==> config.mk <==
export PLATFORM = sky130hd
export DESIGN_NAME = slfc_top
export DESIGN_NICKNAME = d
export VERILOG_FILES = /design/src/hw/slfc_top.v
export VERILOG_INCLUDE_DIRS = /design/src /design/src/hw
export SDC_FILE = /design/constraint.sdc
export NUM_CORES = 1
export LEC_CHECK = 0
export BUFFER_PORTS_ARGS = -buffer_cell sky130_fd_sc_hd__buf_2
export CORE_UTILIZATION = 52
export DETAILED_ROUTE_END_ITERATION = 8
export PLACE_DENSITY = 0.8
export SETUP_SLACK_MARGIN = 0.3
export SKIP_CTS_REPAIR_TIMING = 1
export SYNTH_ARGS = -nofsm -noshare
export SYNTH_HDL_FRONTEND = slang
export SYNTH_SLANG_ARGS = --single-unit
==> constraint.sdc <==
create_clock -name mclk_i -period 3.5 [get_ports mclk_i]
set_input_delay 0.175 -clock mclk_i [delete_from_list [all_inputs] [get_ports mclk_i]]
set_output_delay 0.175 -clock mclk_i [all_outputs]
set_load 0.1 [all_outputs]
==> src/hw/slfc_defs.vh <==
// Constants for the segment panel frame control block.
`ifndef SLFC_DEFS_VH
`define SLFC_DEFS_VH
// Register byte addresses.
`define SLFC_ADDR_CTRL_A   8'h00
`define SLFC_ADDR_CTRL_B   8'h04
`define SLFC_ADDR_FRAME    8'h08
// Control A field positions.
`define SLFC_A_EN          7
`define SLFC_A_LPW         6
`define SLFC_A_FLAG        4
`define SLFC_A_IE          3
`define SLFC_A_BLANK       0
// Control B field positions.
`define SLFC_B_CS          7
`define SLFC_B_HALF        6
`define SLFC_B_DUTY_HI     5
`define SLFC_B_DUTY_LO     4
`define SLFC_B_SEG_HI      2
`define SLFC_B_SEG_LO      0
// Frame rate field positions.
`define SLFC_F_PS_HI       6
`define SLFC_F_PS_LO       4
`define SLFC_F_CD_HI       2
`define SLFC_F_CD_LO       0
// Writable bit masks; the rest read as zero.
`define SLFC_MASK_A        8'hD9
`define SLFC_MASK_B        8'hF7
`define SLFC_MASK_F        8'h77
`define SLFC_RESET_VAL     8'h00
// Duty codes.
`define SLFC_DUTY_STATIC   2'h0
`define SLFC_DUTY_HALF     2'h1
`define SLFC_DUTY_THIRD    2'h2
`define SLFC_DUTY_QUARTER  2'h3
// Prescaled ticks per frame, the duty constant minus one.
`define SLFC_K8_LAST       3'h7
`define SLFC_K6_LAST       3'h5
// Prescaler tap masks, divider minus one.
`define SLFC_TAP_16        12'h00F
`define SLFC_TAP_64        12'h03F
`define SLFC_TAP_128       12'h07F
`define SLFC_TAP_256       12'h0FF
`define SLFC_TAP_512       12'h1FF
`define SLFC_TAP_1024      12'h3FF
`define SLFC_TAP_2048      12'h7FF
`define SLFC_TAP_4096      12'hFFF
// Segment driver counts.
`define SLFC_SEG_13        5'h0D
`define SLFC_SEG_15        5'h0F
`define SLFC_SEG_17        5'h11
`define SLFC_SEG_19        5'h13
`define SLFC_SEG_21        5'h15
`define SLFC_SEG_23        5'h17
`define SLFC_SEG_24        5'h18
`define SLFC_SEG_25        5'h19
`endif

==> src/hw/slfc_top.v <==
// Frame timing and control registers of the segment panel driver.
//
// Our own choices: the register offsets and the APB interface to the registers.
`timescale 1ns/1ps
`include "slfc_defs.vh"

module slfc_top (
    input  wire        mclk_i,          // System clock, 25 MHz.
    input  wire        rst_i,           // Asynchronous reset, high.
    input  wire        psel_i,          // APB select.
    input  wire        penable_i,       // APB enable.
    input  wire        pwrite_i,        // APB direction, high writes.
    input  wire [7:0]  paddr_i,         // APB byte address.
    input  wire [31:0] pwdata_i,        // APB write data.
    output reg  [31:0] prdata_o,        // APB read data.
    output reg         pready_o,        // APB ready.
    output reg         pslverr_o,       // APB error, unmapped address.
    input  wire        timer_osc_input_i, // Timer oscillator pin.
    input  wire        ext_clk_i,       // External clock pin.
    input  wire        ext_clock_input_sel_i, // High picks external.
    input  wire        gie_i,           // Global interrupt enable.
    input  wire        irq_ack_i,       // Vector taken, one pulse.
    output reg         frame_irq_o,     // Start-of-frame request.
    output reg         frame_latch_o,   // Display data latch pulse.
    output reg  [3:0]  com_en_o,        // Common pins owned by display.
    output reg  [3:0]  com_sel_o,       // Active common, one-hot.
    output reg  [24:0] seg_en_o,        // Segment pins owned by display.
    output reg         blank_o,         // Drive all panel pins to ground.
    output reg         low_power_wave_o, // Low-power waveform in use.
    output reg         half_bias_o,     // One-half bias in use.
    output reg         static_bias_o,   // Static bias in use.
    output reg         prescaled_tick_o // Prescaled panel clock pulse.
);

    // Frame states, one-hot.
    localparam [2:0] ST_OFF   = 3'h1;
    localparam [2:0] ST_SHOW  = 3'h2;
    localparam [2:0] ST_BLANK = 3'h4;

    reg  [7:0]  ctrl_a_q;           // Control A storage, flag excluded.
    reg  [7:0]  ctrl_b_q;           // Control B storage.
    reg  [7:0]  frame_q;            // Frame rate storage.
    reg         flag_q;             // Frame interrupt flag.
    reg         osc_s1_q;           // Oscillator pin, first stage.
    reg         osc_s2_q;           // Oscillator pin, second stage.
    reg         ext_s1_q;           // External pin, first stage.
    reg         ext_s2_q;           // External pin, second stage.
    reg         async_prev_q;       // Previous selected async level.
    reg  [11:0] ps_cnt_q;           // Prescaler counter.
    reg  [2:0]  div_cnt_q;          // Clock divider counter.
    reg  [2:0]  slot_q;             // Prescaled tick within frame.
    reg         parity_q;           // Frame parity for low power.
    reg         lpw_q;              // Waveform latched for this frame.
    reg  [2:0]  state_q;            // Frame state.
    reg  [2:0]  state_d;            // Next frame state.
    reg         setup_q;            // Setup seen, access next.
    reg  [11:0] tap_mask;           // Selected prescaler mask.
    reg  [4:0]  seg_cnt;            // Selected segment count.
    reg  [2:0]  slot_last;          // Last tick of the frame.
    reg  [1:0]  com_idx;            // Active common index.
    reg  [3:0]  com_mask;           // Commons used by duty.
    reg  [7:0]  rd_val;             // Read mux result.
    reg         rd_hit;             // Address is mapped.

    // Register fields and bus strobes; all decodes stay combinational so
    // that a write lands on the very edge that ends the access phase.
    wire        en      = ctrl_a_q[`SLFC_A_EN];
    wire [1:0]  duty    = ctrl_b_q[`SLFC_B_DUTY_HI:`SLFC_B_DUTY_LO];
    wire [2:0]  seg_sel = ctrl_b_q[`SLFC_B_SEG_HI:`SLFC_B_SEG_LO];
    wire [2:0]  ps_sel  = frame_q[`SLFC_F_PS_HI:`SLFC_F_PS_LO];
    wire [2:0]  cd_sel  = frame_q[`SLFC_F_CD_HI:`SLFC_F_CD_LO];
    wire        async_lv = ext_clock_input_sel_i ? ext_s2_q : osc_s2_q;
    wire        wr_acc  = psel_i & penable_i & pwrite_i & setup_q;
    wire        wr_a    = wr_acc & (paddr_i == `SLFC_ADDR_CTRL_A);
    // The pin clock is seen only through the synchroniser, so it must run
    // well below half the system clock or its edges are lost.
    // System clock ticks always; the pin clock ticks on a rising edge.
    wire        lcd_tick = ctrl_b_q[`SLFC_B_CS] ?
                           (async_lv & ~async_prev_q) : 1'b1;
    wire        tap     = lcd_tick & ((ps_cnt_q & tap_mask) == tap_mask);
    wire        ps_tick = tap & (div_cnt_q == cd_sel);
    // A frame wraps on the prescaled tick that ends its last slot.
    wire        wrap    = ps_tick & (slot_q == slot_last);
    // A frame start runs the state machine; low power skips every other.
    wire        start   = (state_q == ST_OFF) ? en : wrap;
    wire        latch   = en & start &
                          ((state_q == ST_OFF) | ~lpw_q | parity_q);

    // Prescaler tap selection.
    always @* begin
        case (ps_sel)
            3'h0:    tap_mask = `SLFC_TAP_16;
            3'h1:    tap_mask = `SLFC_TAP_64;
            3'h2:    tap_mask = `SLFC_TAP_128;
            3'h3:    tap_mask = `SLFC_TAP_256;
            3'h4:    tap_mask = `SLFC_TAP_512;
            3'h5:    tap_mask = `SLFC_TAP_1024;
            3'h6:    tap_mask = `SLFC_TAP_2048;
            default: tap_mask = `SLFC_TAP_4096;
        endcase
    end

    // Segment driver count selection.
    always @* begin
        case (seg_sel)
            3'h0:    seg_cnt = `SLFC_SEG_13;
            3'h1:    seg_cnt = `SLFC_SEG_15;
            3'h2:    seg_cnt = `SLFC_SEG_17;
            3'h3:    seg_cnt = `SLFC_SEG_19;
            3'h4:    seg_cnt = `SLFC_SEG_21;
            3'h5:    seg_cnt = `SLFC_SEG_23;
            3'h6:    seg_cnt = `SLFC_SEG_24;
            default: seg_cnt = `SLFC_SEG_25;
        endcase
    end

    // Frame length and active common from duty and tick position.
    always @* begin
        slot_last = `SLFC_K8_LAST;
        com_idx   = 2'h0;
        com_mask  = 4'h1;
        case (duty)
            `SLFC_DUTY_STATIC: begin
                com_idx  = 2'h0;
                com_mask = 4'h1;
            end
            `SLFC_DUTY_HALF: begin
                com_idx  = {1'b0, slot_q[2]};
                com_mask = 4'h3;
            end
            `SLFC_DUTY_THIRD: begin
                slot_last = `SLFC_K6_LAST;
                com_idx   = slot_q[2:1];
                com_mask  = 4'h7;
            end
            default: begin
                com_idx  = slot_q[2:1];
                com_mask = 4'hF;
            end
        endcase
    end

    // Read mux; reserved bits come back as zero through the masks.
    always @* begin
        rd_hit = 1'b1;
        case (paddr_i)
            `SLFC_ADDR_CTRL_A: rd_val = (ctrl_a_q & `SLFC_MASK_A) |
                               ({7'h00, flag_q} << `SLFC_A_FLAG);
            `SLFC_ADDR_CTRL_B: rd_val = ctrl_b_q & `SLFC_MASK_B;
            `SLFC_ADDR_FRAME:  rd_val = frame_q & `SLFC_MASK_F;
            default: begin
                rd_val = `SLFC_RESET_VAL;
                rd_hit = 1'b0;
            end
        endcase
    end

    // Next frame state, only moved at a frame start or a disable.
    always @* begin
        state_d = state_q;
        if (!en) begin
            state_d = ST_OFF;
        end else if (latch) begin
            // Blanking takes hold only once the running frame is done.
            case (state_q)
                ST_OFF, ST_SHOW, ST_BLANK:
                    state_d = ctrl_a_q[`SLFC_A_BLANK] ? ST_BLANK : ST_SHOW;
                default: state_d = ST_OFF;
            endcase
        end
    end

    // APB slave: one wait-free access phase, answered from flops.
    always @(posedge mclk_i or posedge rst_i) begin
        if (rst_i) begin
            setup_q   <= 1'b0;
            pready_o  <= 1'b0;
            pslverr_o <= 1'b0;
            prdata_o  <= 32'h0000_0000;
        end else begin
            // A write needs a setup seen first, so a penable held high
            // across transfers cannot commit the same word twice.
            setup_q   <= psel_i & ~penable_i;
            pready_o  <= psel_i & ~penable_i;
            pslverr_o <= psel_i & ~penable_i & ~rd_hit;
            if (psel_i & ~penable_i & ~pwrite_i) begin
                prdata_o <= {24'h00_0000, rd_val};
            end
        end
    end

    // Register writes; the flag store is separate below.
    always @(posedge mclk_i or posedge rst_i) begin
        if (rst_i) begin
            ctrl_a_q <= `SLFC_RESET_VAL;
            ctrl_b_q <= `SLFC_RESET_VAL;
            frame_q  <= `SLFC_RESET_VAL;
        end else if (wr_acc) begin
            if (wr_a) begin
                ctrl_a_q <= pwdata_i[7:0] & `SLFC_MASK_A &
                            ~(8'h01 << `SLFC_A_FLAG);
            end
            if (paddr_i == `SLFC_ADDR_CTRL_B) begin
                ctrl_b_q <= pwdata_i[7:0] & `SLFC_MASK_B;
            end
            if (paddr_i == `SLFC_ADDR_FRAME) begin
                frame_q <= pwdata_i[7:0] & `SLFC_MASK_F;
            end
        end
    end

    // Frame flag: a data latch in the same cycle beats any clear.
    always @(posedge mclk_i or posedge rst_i) begin
        if (rst_i) begin
            flag_q <= 1'b0;
        end else if (latch) begin
            flag_q <= 1'b1;
        end else if (irq_ack_i |
                     (wr_a & pwdata_i[`SLFC_A_FLAG])) begin
            // A read-modify-write that keeps a set flag clears it.
            flag_q <= 1'b0;
        end
    end

    // Pin clock synchronisers; only the second stages are used.
    always @(posedge mclk_i or posedge rst_i) begin
        if (rst_i) begin
            osc_s1_q     <= 1'b0;
            osc_s2_q     <= 1'b0;
            ext_s1_q     <= 1'b0;
            ext_s2_q     <= 1'b0;
            async_prev_q <= 1'b0;
        end else begin
            osc_s1_q     <= timer_osc_input_i;
            osc_s2_q     <= osc_s1_q;
            ext_s1_q     <= ext_clk_i;
            ext_s2_q     <= ext_s1_q;
            async_prev_q <= async_lv;
        end
    end

    // Prescaler, divider and frame slot counters; held at zero when off.
    always @(posedge mclk_i or posedge rst_i) begin
        if (rst_i) begin
            ps_cnt_q  <= 12'h000;
            div_cnt_q <= 3'h0;
            slot_q    <= 3'h0;
        end else if (!en) begin
            // Cleared counters make the first frame after enable a full one.
            ps_cnt_q  <= 12'h000;
            div_cnt_q <= 3'h0;
            slot_q    <= 3'h0;
        end else begin
            if (lcd_tick) begin
                ps_cnt_q <= ps_cnt_q + 12'h001;
            end
            if (tap) begin
                // Divide by code plus one.
                div_cnt_q <= ps_tick ? 3'h0 : div_cnt_q + 3'h1;
            end
            if (ps_tick) begin
                slot_q <= wrap ? 3'h0 : slot_q + 3'h1;
            end
        end
    end

    // Frame state, parity and waveform latched at each data latch.
    always @(posedge mclk_i or posedge rst_i) begin
        if (rst_i) begin
            state_q  <= ST_OFF;
            parity_q <= 1'b0;
            lpw_q    <= 1'b0;
        end else begin
            state_q <= state_d;
            if (!en) begin
                parity_q <= 1'b0;
            end else if (start && state_q != ST_OFF) begin
                parity_q <= ~parity_q;
            end
            if (latch) begin
                lpw_q    <= ctrl_a_q[`SLFC_A_LPW];
                parity_q <= 1'b0;
            end
        end
    end

    // Pin control outputs, all registered; disable frees every pin.
    always @(posedge mclk_i or posedge rst_i) begin
        if (rst_i) begin
            frame_irq_o      <= 1'b0;
            frame_latch_o    <= 1'b0;
            com_en_o         <= 4'h0;
            com_sel_o        <= 4'h0;
            seg_en_o         <= 25'h000_0000;
            blank_o          <= 1'b0;
            low_power_wave_o <= 1'b0;
            half_bias_o      <= 1'b0;
            static_bias_o    <= 1'b0;
            prescaled_tick_o <= 1'b0;
        end else begin
            frame_irq_o <= flag_q & ctrl_a_q[`SLFC_A_IE] & gie_i;
            frame_latch_o <= latch;
            prescaled_tick_o <= ps_tick;
            if (state_q == ST_OFF || !en) begin
                com_en_o  <= 4'h0;
                com_sel_o <= 4'h0;
                seg_en_o  <= 25'h000_0000;
                blank_o   <= 1'b0;
            end else begin
                com_en_o  <= com_mask;
                com_sel_o <= (4'h1 << com_idx) & com_mask;
                // Only the first count segments are owned by the driver.
                seg_en_o  <= 25'h1FF_FFFF >>
                             (`SLFC_SEG_25 - seg_cnt);
                blank_o   <= (state_q == ST_BLANK);
            end
            low_power_wave_o <= lpw_q;
            // Bias follows the registers at once; the waveform and blanking wait for a data latch.
            half_bias_o   <= ctrl_b_q[`SLFC_B_HALF] &
                             (duty != `SLFC_DUTY_STATIC);
            static_bias_o <= (duty == `SLFC_DUTY_STATIC);
        end
    end

endmodule // slfc_top

# Yosys cells after proc, flatten, opt, wreduce, memory -nomap -nowiden

Index checks and enable logic that the tools add are counted.

Muxes and demuxes: 31
Reductions and logical operators: 14
Shift-type cells: 2
Equal/unequal tests: 28
Add/subtract/negate cells: 4
Bitwise operators: 29

Operators by type and width:

| cell                                                                    | number |
|---|---|
| 12-bit one-hot mux with 7 select lines                                  | 1 |
| 5-bit one-hot mux with 7 select lines                                   | 1 |
| 3-bit two-way mux                                                       | 10 |
| 25-bit two-way mux                                                      | 1 |
| 25-bit by 5-bit right shift with 25-bit output, first input constant    | 1 |
| 12-bit two-way mux                                                      | 2 |
| 8-bit one-hot mux with 3 select lines                                   | 1 |
| 3-bit equality test, second input constant                              | 7 |
| 1-bit bitwise AND                                                       | 17 |
| 3-bit by 2-bit equality test with 1-bit output, second input constant   | 5 |
| 12-bit by 1-bit adder with 12-bit output, second input constant         | 1 |
| 12-bit bitwise AND                                                      | 1 |
| 12-bit equality test                                                    | 1 |
| 4-bit one-hot mux with 3 select lines                                   | 1 |
| 1-bit two-way mux                                                       | 10 |
| 3-bit by 1-bit equality test with 1-bit output, second input constant   | 3 |
| 8-bit by 3-bit equality test with 1-bit output, second input constant   | 1 |
| 8-bit by 4-bit equality test with 1-bit output, second input constant   | 1 |
| 8-bit logical NOT                                                       | 1 |
| 4-bit two-way mux                                                       | 2 |
| 2-bit by 1-bit inequality test with 1-bit output, second input constant | 4 |
| 8-bit by 5-bit bitwise OR with 8-bit output                             | 1 |
| 3-bit by 1-bit adder with 3-bit output, second input constant           | 2 |
| 3-bit equality test                                                     | 2 |
| other kinds (18)                                                        | 31 |

Input bits: 50
Bits in registers: 96

# Longest topological paths before layout

Depth in word-level cells: 12
Gate-level depth with buffers: 8

# Worst setup path after synthesis

Ideal clock, no wire load.

Path kind: register to register
Start point: register setup_q
End point: register ctrl_b_q[0]
Cell stages (with the launch flop): 4
Required time: 3.375 ns
Setup slack: 1.401 ns
Period minus slack after synthesis: 2.099 ns
Arrival time: 1.975 ns
Path buffers: 0
Cells stage by stage: dfrtp_1 > nand4_1 > nor4b_4 > mux2_2

Longest elaborated chain between the ends: 2

RTL lines:

| what                                 | RTL line       | RTL |
|---|---|---|
| from (decl)                          | slfc_top.v:56  | `reg setup_q;` |
| from (signal assigned)               | slfc_top.v:183 | `setup_q <= psel_i & ~penable_i;` |
| 1-bit bitwise AND                    | slfc_top.v:73  | `wire wr_acc = psel_i & penable_i & pwrite_i & setup_q;` |
| 2-bit AND reduction (no source line) | -              |  |
| to (signal assigned)                 | slfc_top.v:196 | `` ctrl_b_q <= `SLFC_RESET_VAL; `` |
| to (signal assigned)                 | slfc_top.v:204 | `` ctrl_b_q <= pwdata_i[7:0] & `SLFC_MASK_B; `` |
| to (decl)                            | slfc_top.v:41  | `reg [7:0] ctrl_b_q;` |

No other way between the ends.
A chain may end at the register's enable or synchronous reset.

# Worst setup path in the final report

Start point: register ctrl_b_q[4]
End point: register lpw_q

Longest elaborated chain between the ends: 7

RTL lines:

| what                            | RTL line       | RTL |
|---|---|---|
| 2-bit equality test             | slfc_top.v:122 | `case (duty)` |
| 2-bit two-way mux               | slfc_top.v:122 |  |
| 3-bit equality test             | slfc_top.v:83  | `wire wrap = ps_tick & (slot_q == slot_last);` |
| 1-bit bitwise AND               | slfc_top.v:83  |  |
| 1-bit two-way mux               | slfc_top.v:85  | `wire start = (state_q == ST_OFF) ? en : wrap;` |
| 1-bit bitwise AND (2 in series) | slfc_top.v:86  | `wire latch = en & start &` |
| via latch                       | slfc_top.v:86  |  |
| to (signal assigned)            | slfc_top.v:281 | `` lpw_q <= ctrl_a_q[`SLFC_A_LPW]; `` |
| to (decl)                       | slfc_top.v:53  | `reg lpw_q;` |

The timed path passes the listed nets, and every way through them passes these cells.

==> impl_metrics.tcl <==
set metrics [dict create \
    synth-simple-area-share 0.1603 \
    synth_top_family_by_area "simple AND/OR/NAND/NOR gates" \
    drv_cap 0 \
    fp.dieW_um 92.20 \
    dr.max_layer_used "met4" \
    grt_antenna_before_repair 0 \
    slew_headroom 0.4995 \
    clk_pin_slew_ns 0.09 \
    root_buffer "clkbuf_8" \
    final_hold_viol_count 0 \
    vias_per_cell 5.114 \
    internal-power_mw 1.416 \
    cp_top_family "simple AND/OR/NAND/NOR gates" \
    antenna_left 0 \
    path_max_fanout 7 \
    cp_data_required_time_ns 3.75 \
    synth-seq-area-share 0.5682 \
    fin_skew_ns 0.008015 \
    ys_seq_elements 96 \
    worst_pin_slew_ns 0.7507 \
    powerDensity_mw_per_mm2 406.5 \
    max_stage_delay_ns 0.51 \
    clkPwrFrac 0.338 \
    synthDistinctLibCells 52 \
    drc 0 \
    clock_path_buffers 2 \
    routed_wl_mm 7.732 \
    n_fill_cell 653 \
    worstHoldPathType "primary input to flop" \
    total_power_mw 1.967 \
    num-nets-final 510 \
    max_freq_mhz 455.6 \
    synthTopCellsByArea "dfrtp_1, mux2_2, buf_4" \
    synthArstFlopShare 1.000 \
    drv_slew 0 \
    max-vdd-ir-drop_mv 0.3396 \
    net-switching-power_uw 550.9 \
    fin_ws_ns 1.305 \
    end_kind "flop" \
    synth_warnings 0 \
    drt-pass1-iter-count 4 \
    routed-wl-met2_mm 3.789 \
    share_seq_of_total_power 0.568 \
    cts_tree "yes" \
    fin_util 0.6197 \
    clkLatencyLatePin_ns 0.36 \
    dp.cells 541 \
    p_sw_frac 0.2801 \
    multi_input_area_mm2 0.001613 \
    gp_congestion 0.7740 \
    fin_crit_sh 0.6271 \
    numCtsBuffers 9 \
    std_cell_rows 32 \
    antennaDiodeCount 0 \
    start_util 0.5418 \
    cpMaxStageDelayCell "dfrtp_1" \
    synthesis.area_mm2 0.004230 \
    area_delta_synth_final_pct 14.37 \
    power_frac_comb 0.094 \
    dr_wl_met3_um 326 \
    synth.avg_cell_area_um2 11.34 \
    path_buf_inv 0 \
    dieArea_mm2 0.008500 \
    drive_above_1_share 0.2686 \
    yosysTopAreaCellShare 0.5620 \
    synthFlopType "dfrtp_1" \
    synth_edf_count 0 \
    die_h_um 92.20 \
    synth_most_common_cell "dfrtp_1" \
    seqCellArea_mm2 0.002404 \
    portBuffers 75 \
    netlist_top_cells_count "dfrtp_1, nand2_1, buf_4, nor2_1, inv_1" \
    setup_viol 0 \
    synth-compound-area-share 0.07572 \
    dr_total_vias 2864 \
    htreeDepth 3 \
    post-place-ws_ns 1.317 \
    leakage_nw 2.639 \
    outcome "completed" \
    holdWs_ns 0.04877 \
    place_area_mm2 0.004622 \
    crit_type "flop to flop" \
    first_iter_violations 119 \
    synthAdderAreaFrac 0.01775 \
    grt_max_degree 39 \
    synth_top_cell_by_area "dfrtp_1" \
    grt_pass1_wl_mm 13.15 \
    wl_per_cell_um 13.81 \
    fin_cells 560 \
    wl_met1_mm 3.489 \
    synthMuxAreaShare 0.06684 \
    grt_remaining_overflow 0 \
    dp_hpwl_mm 5.615 \
    worstPathCellList "and2b_1 -> xnor2_1 -> or3_4 -> nor4_4 -> o21a_2 -> mux2_1" \
    yosys.area_share.xor_xnor 0.03934 \
    critical_path_arrival_ns 2.45 \
    core_mm2 0.007807 \
    final_area_mm2 0.004838 \
    first_global_vias 2743 \
    io_pins 124 \
    grt_usage 0.2002 \
    rsz0062_at_grt "false" \
    cts.sinks 96 \
    fin_tns_setup_ns 0 \
    syn-instance-count 373 \
    min_period_ns 2.195 \
    start_kind "flop" \
]
## power groups by stage
| stage | Clock (mW) | Sequential, mW | Combinational, mW |
|---|---|---|---|
| 6_report | 0.665 | 1.12 | 0.184 |
| 2_1_floorplan | 0 | 1.15 | 0.165 |
| 4_1_cts | 0.683 | 1.12 | 0.182 |
| 3_3_place_gp | 0 | 1.14 | 0.180 |
| 3_5_place_dp | 0 | 1.14 | 0.182 |
| 5_1_grt | 0.731 | 1.12 | 0.196 |
## cells in the final DEF, fill, tap and decap left out, types with 2 or more instances in the layout
master          n
inv_1          20
nor4_1          2
nand2_1        25
nor3_1          4
o21a_1          4
buf_4           3
a21boi_0        4
clkbuf_8       10
nor2b_1         9
ha_1            6
o21ai_0         6
xnor2_1        13
mux2i_1         8
and3_1          9
dfrtp_1        95
a31o_1          2
clkinv_2        2
o31ai_1         3
and2_1         13
conb_1         24
or2_2           3
nand4_1         6
dlygate4sd3_1   4
inv_6           3
a22oi_1         3
xor2_1          6
a21oi_1        14
nor2_1         24
buf_2          75
nand2b_1        7
nand3b_1        4
o21ai_1         2
nand3_1         6
mux2_2         17
## kinds of logic (layout without fill, tap and decap cells)
| family | count (synthesis) | count (layout) |
|---|---|---|
| buffers and inverters | 56 | 118 |
| adders and majority gates | 6 | 6 |
| xor gates and xnor gates | 19 | 19 |
| DFF | 96 | 96 |
| muxes | 26 | 26 |
| and+or+nand+nor | 121 | 121 |
| AOI/OAI and AO/OA | 48 | 48 |
| other | 1 | 24 |
## registers in the layout, summed over array words and instances (netlist names), 3 cells and up
name and flops:
frame_q 6, ctrl_b_q 7, ps_cnt_q 12, com_en_o 4, state_q 3, com_sel_o 4
div_cnt_q 3, prdata_o 8, ctrl_a_q 4, slot_q 3, seg_en_o 25
## layer usage
metal / up-vias / global-route usage
li1: 1362 / -
met1: 1413 / 0.2580
met2: 79 / 0.3315
met3: 10 / 0.04229
met4: 0 / 0.07813
met5: - / 0
## worst paths after layout
| check | start | to | slack, ns | cells after the start |
|---|---|---|---|---|
| max | ctrl_b_q[4]$_DFFE_PP0P_ | lpw_q$_DFFE_PP0P_ | 1.31 | 6 |
| min | pwdata_i[3] | ctrl_a_q[3]$_DFFE_PP0P_ | 0.05 | 2 |
| max reg2reg | ctrl_b_q[4]$_DFFE_PP0P_ | lpw_q$_DFFE_PP0P_ | 1.31 | 6 |
| min reg2reg | ext_s1_q$_DFF_PP0_ | ext_s2_q$_DFF_PP0_ | 0.37 | 0 |
| max in group asynchronous | rst_i | ctrl_b_q[4]$_DFFE_PP0P_ | 2.37 | 4 |
| min in group asynchronous | rst_i | com_sel_o[3]$_DFF_PP0_ | 0.33 | 3 |
## final cells by class
cell class,count,share of cell area
Clock buffer,10,0.02845
Clock inverter,5,0.008017
Inverter,21,0.01655
Multi-Input combinational cell,244,0.3333
Sequential cell,96,0.4968
Tap cell,102,0.02638
Timing Repair Buffer,82,0.09051
(Power assumes the default switching activity.)
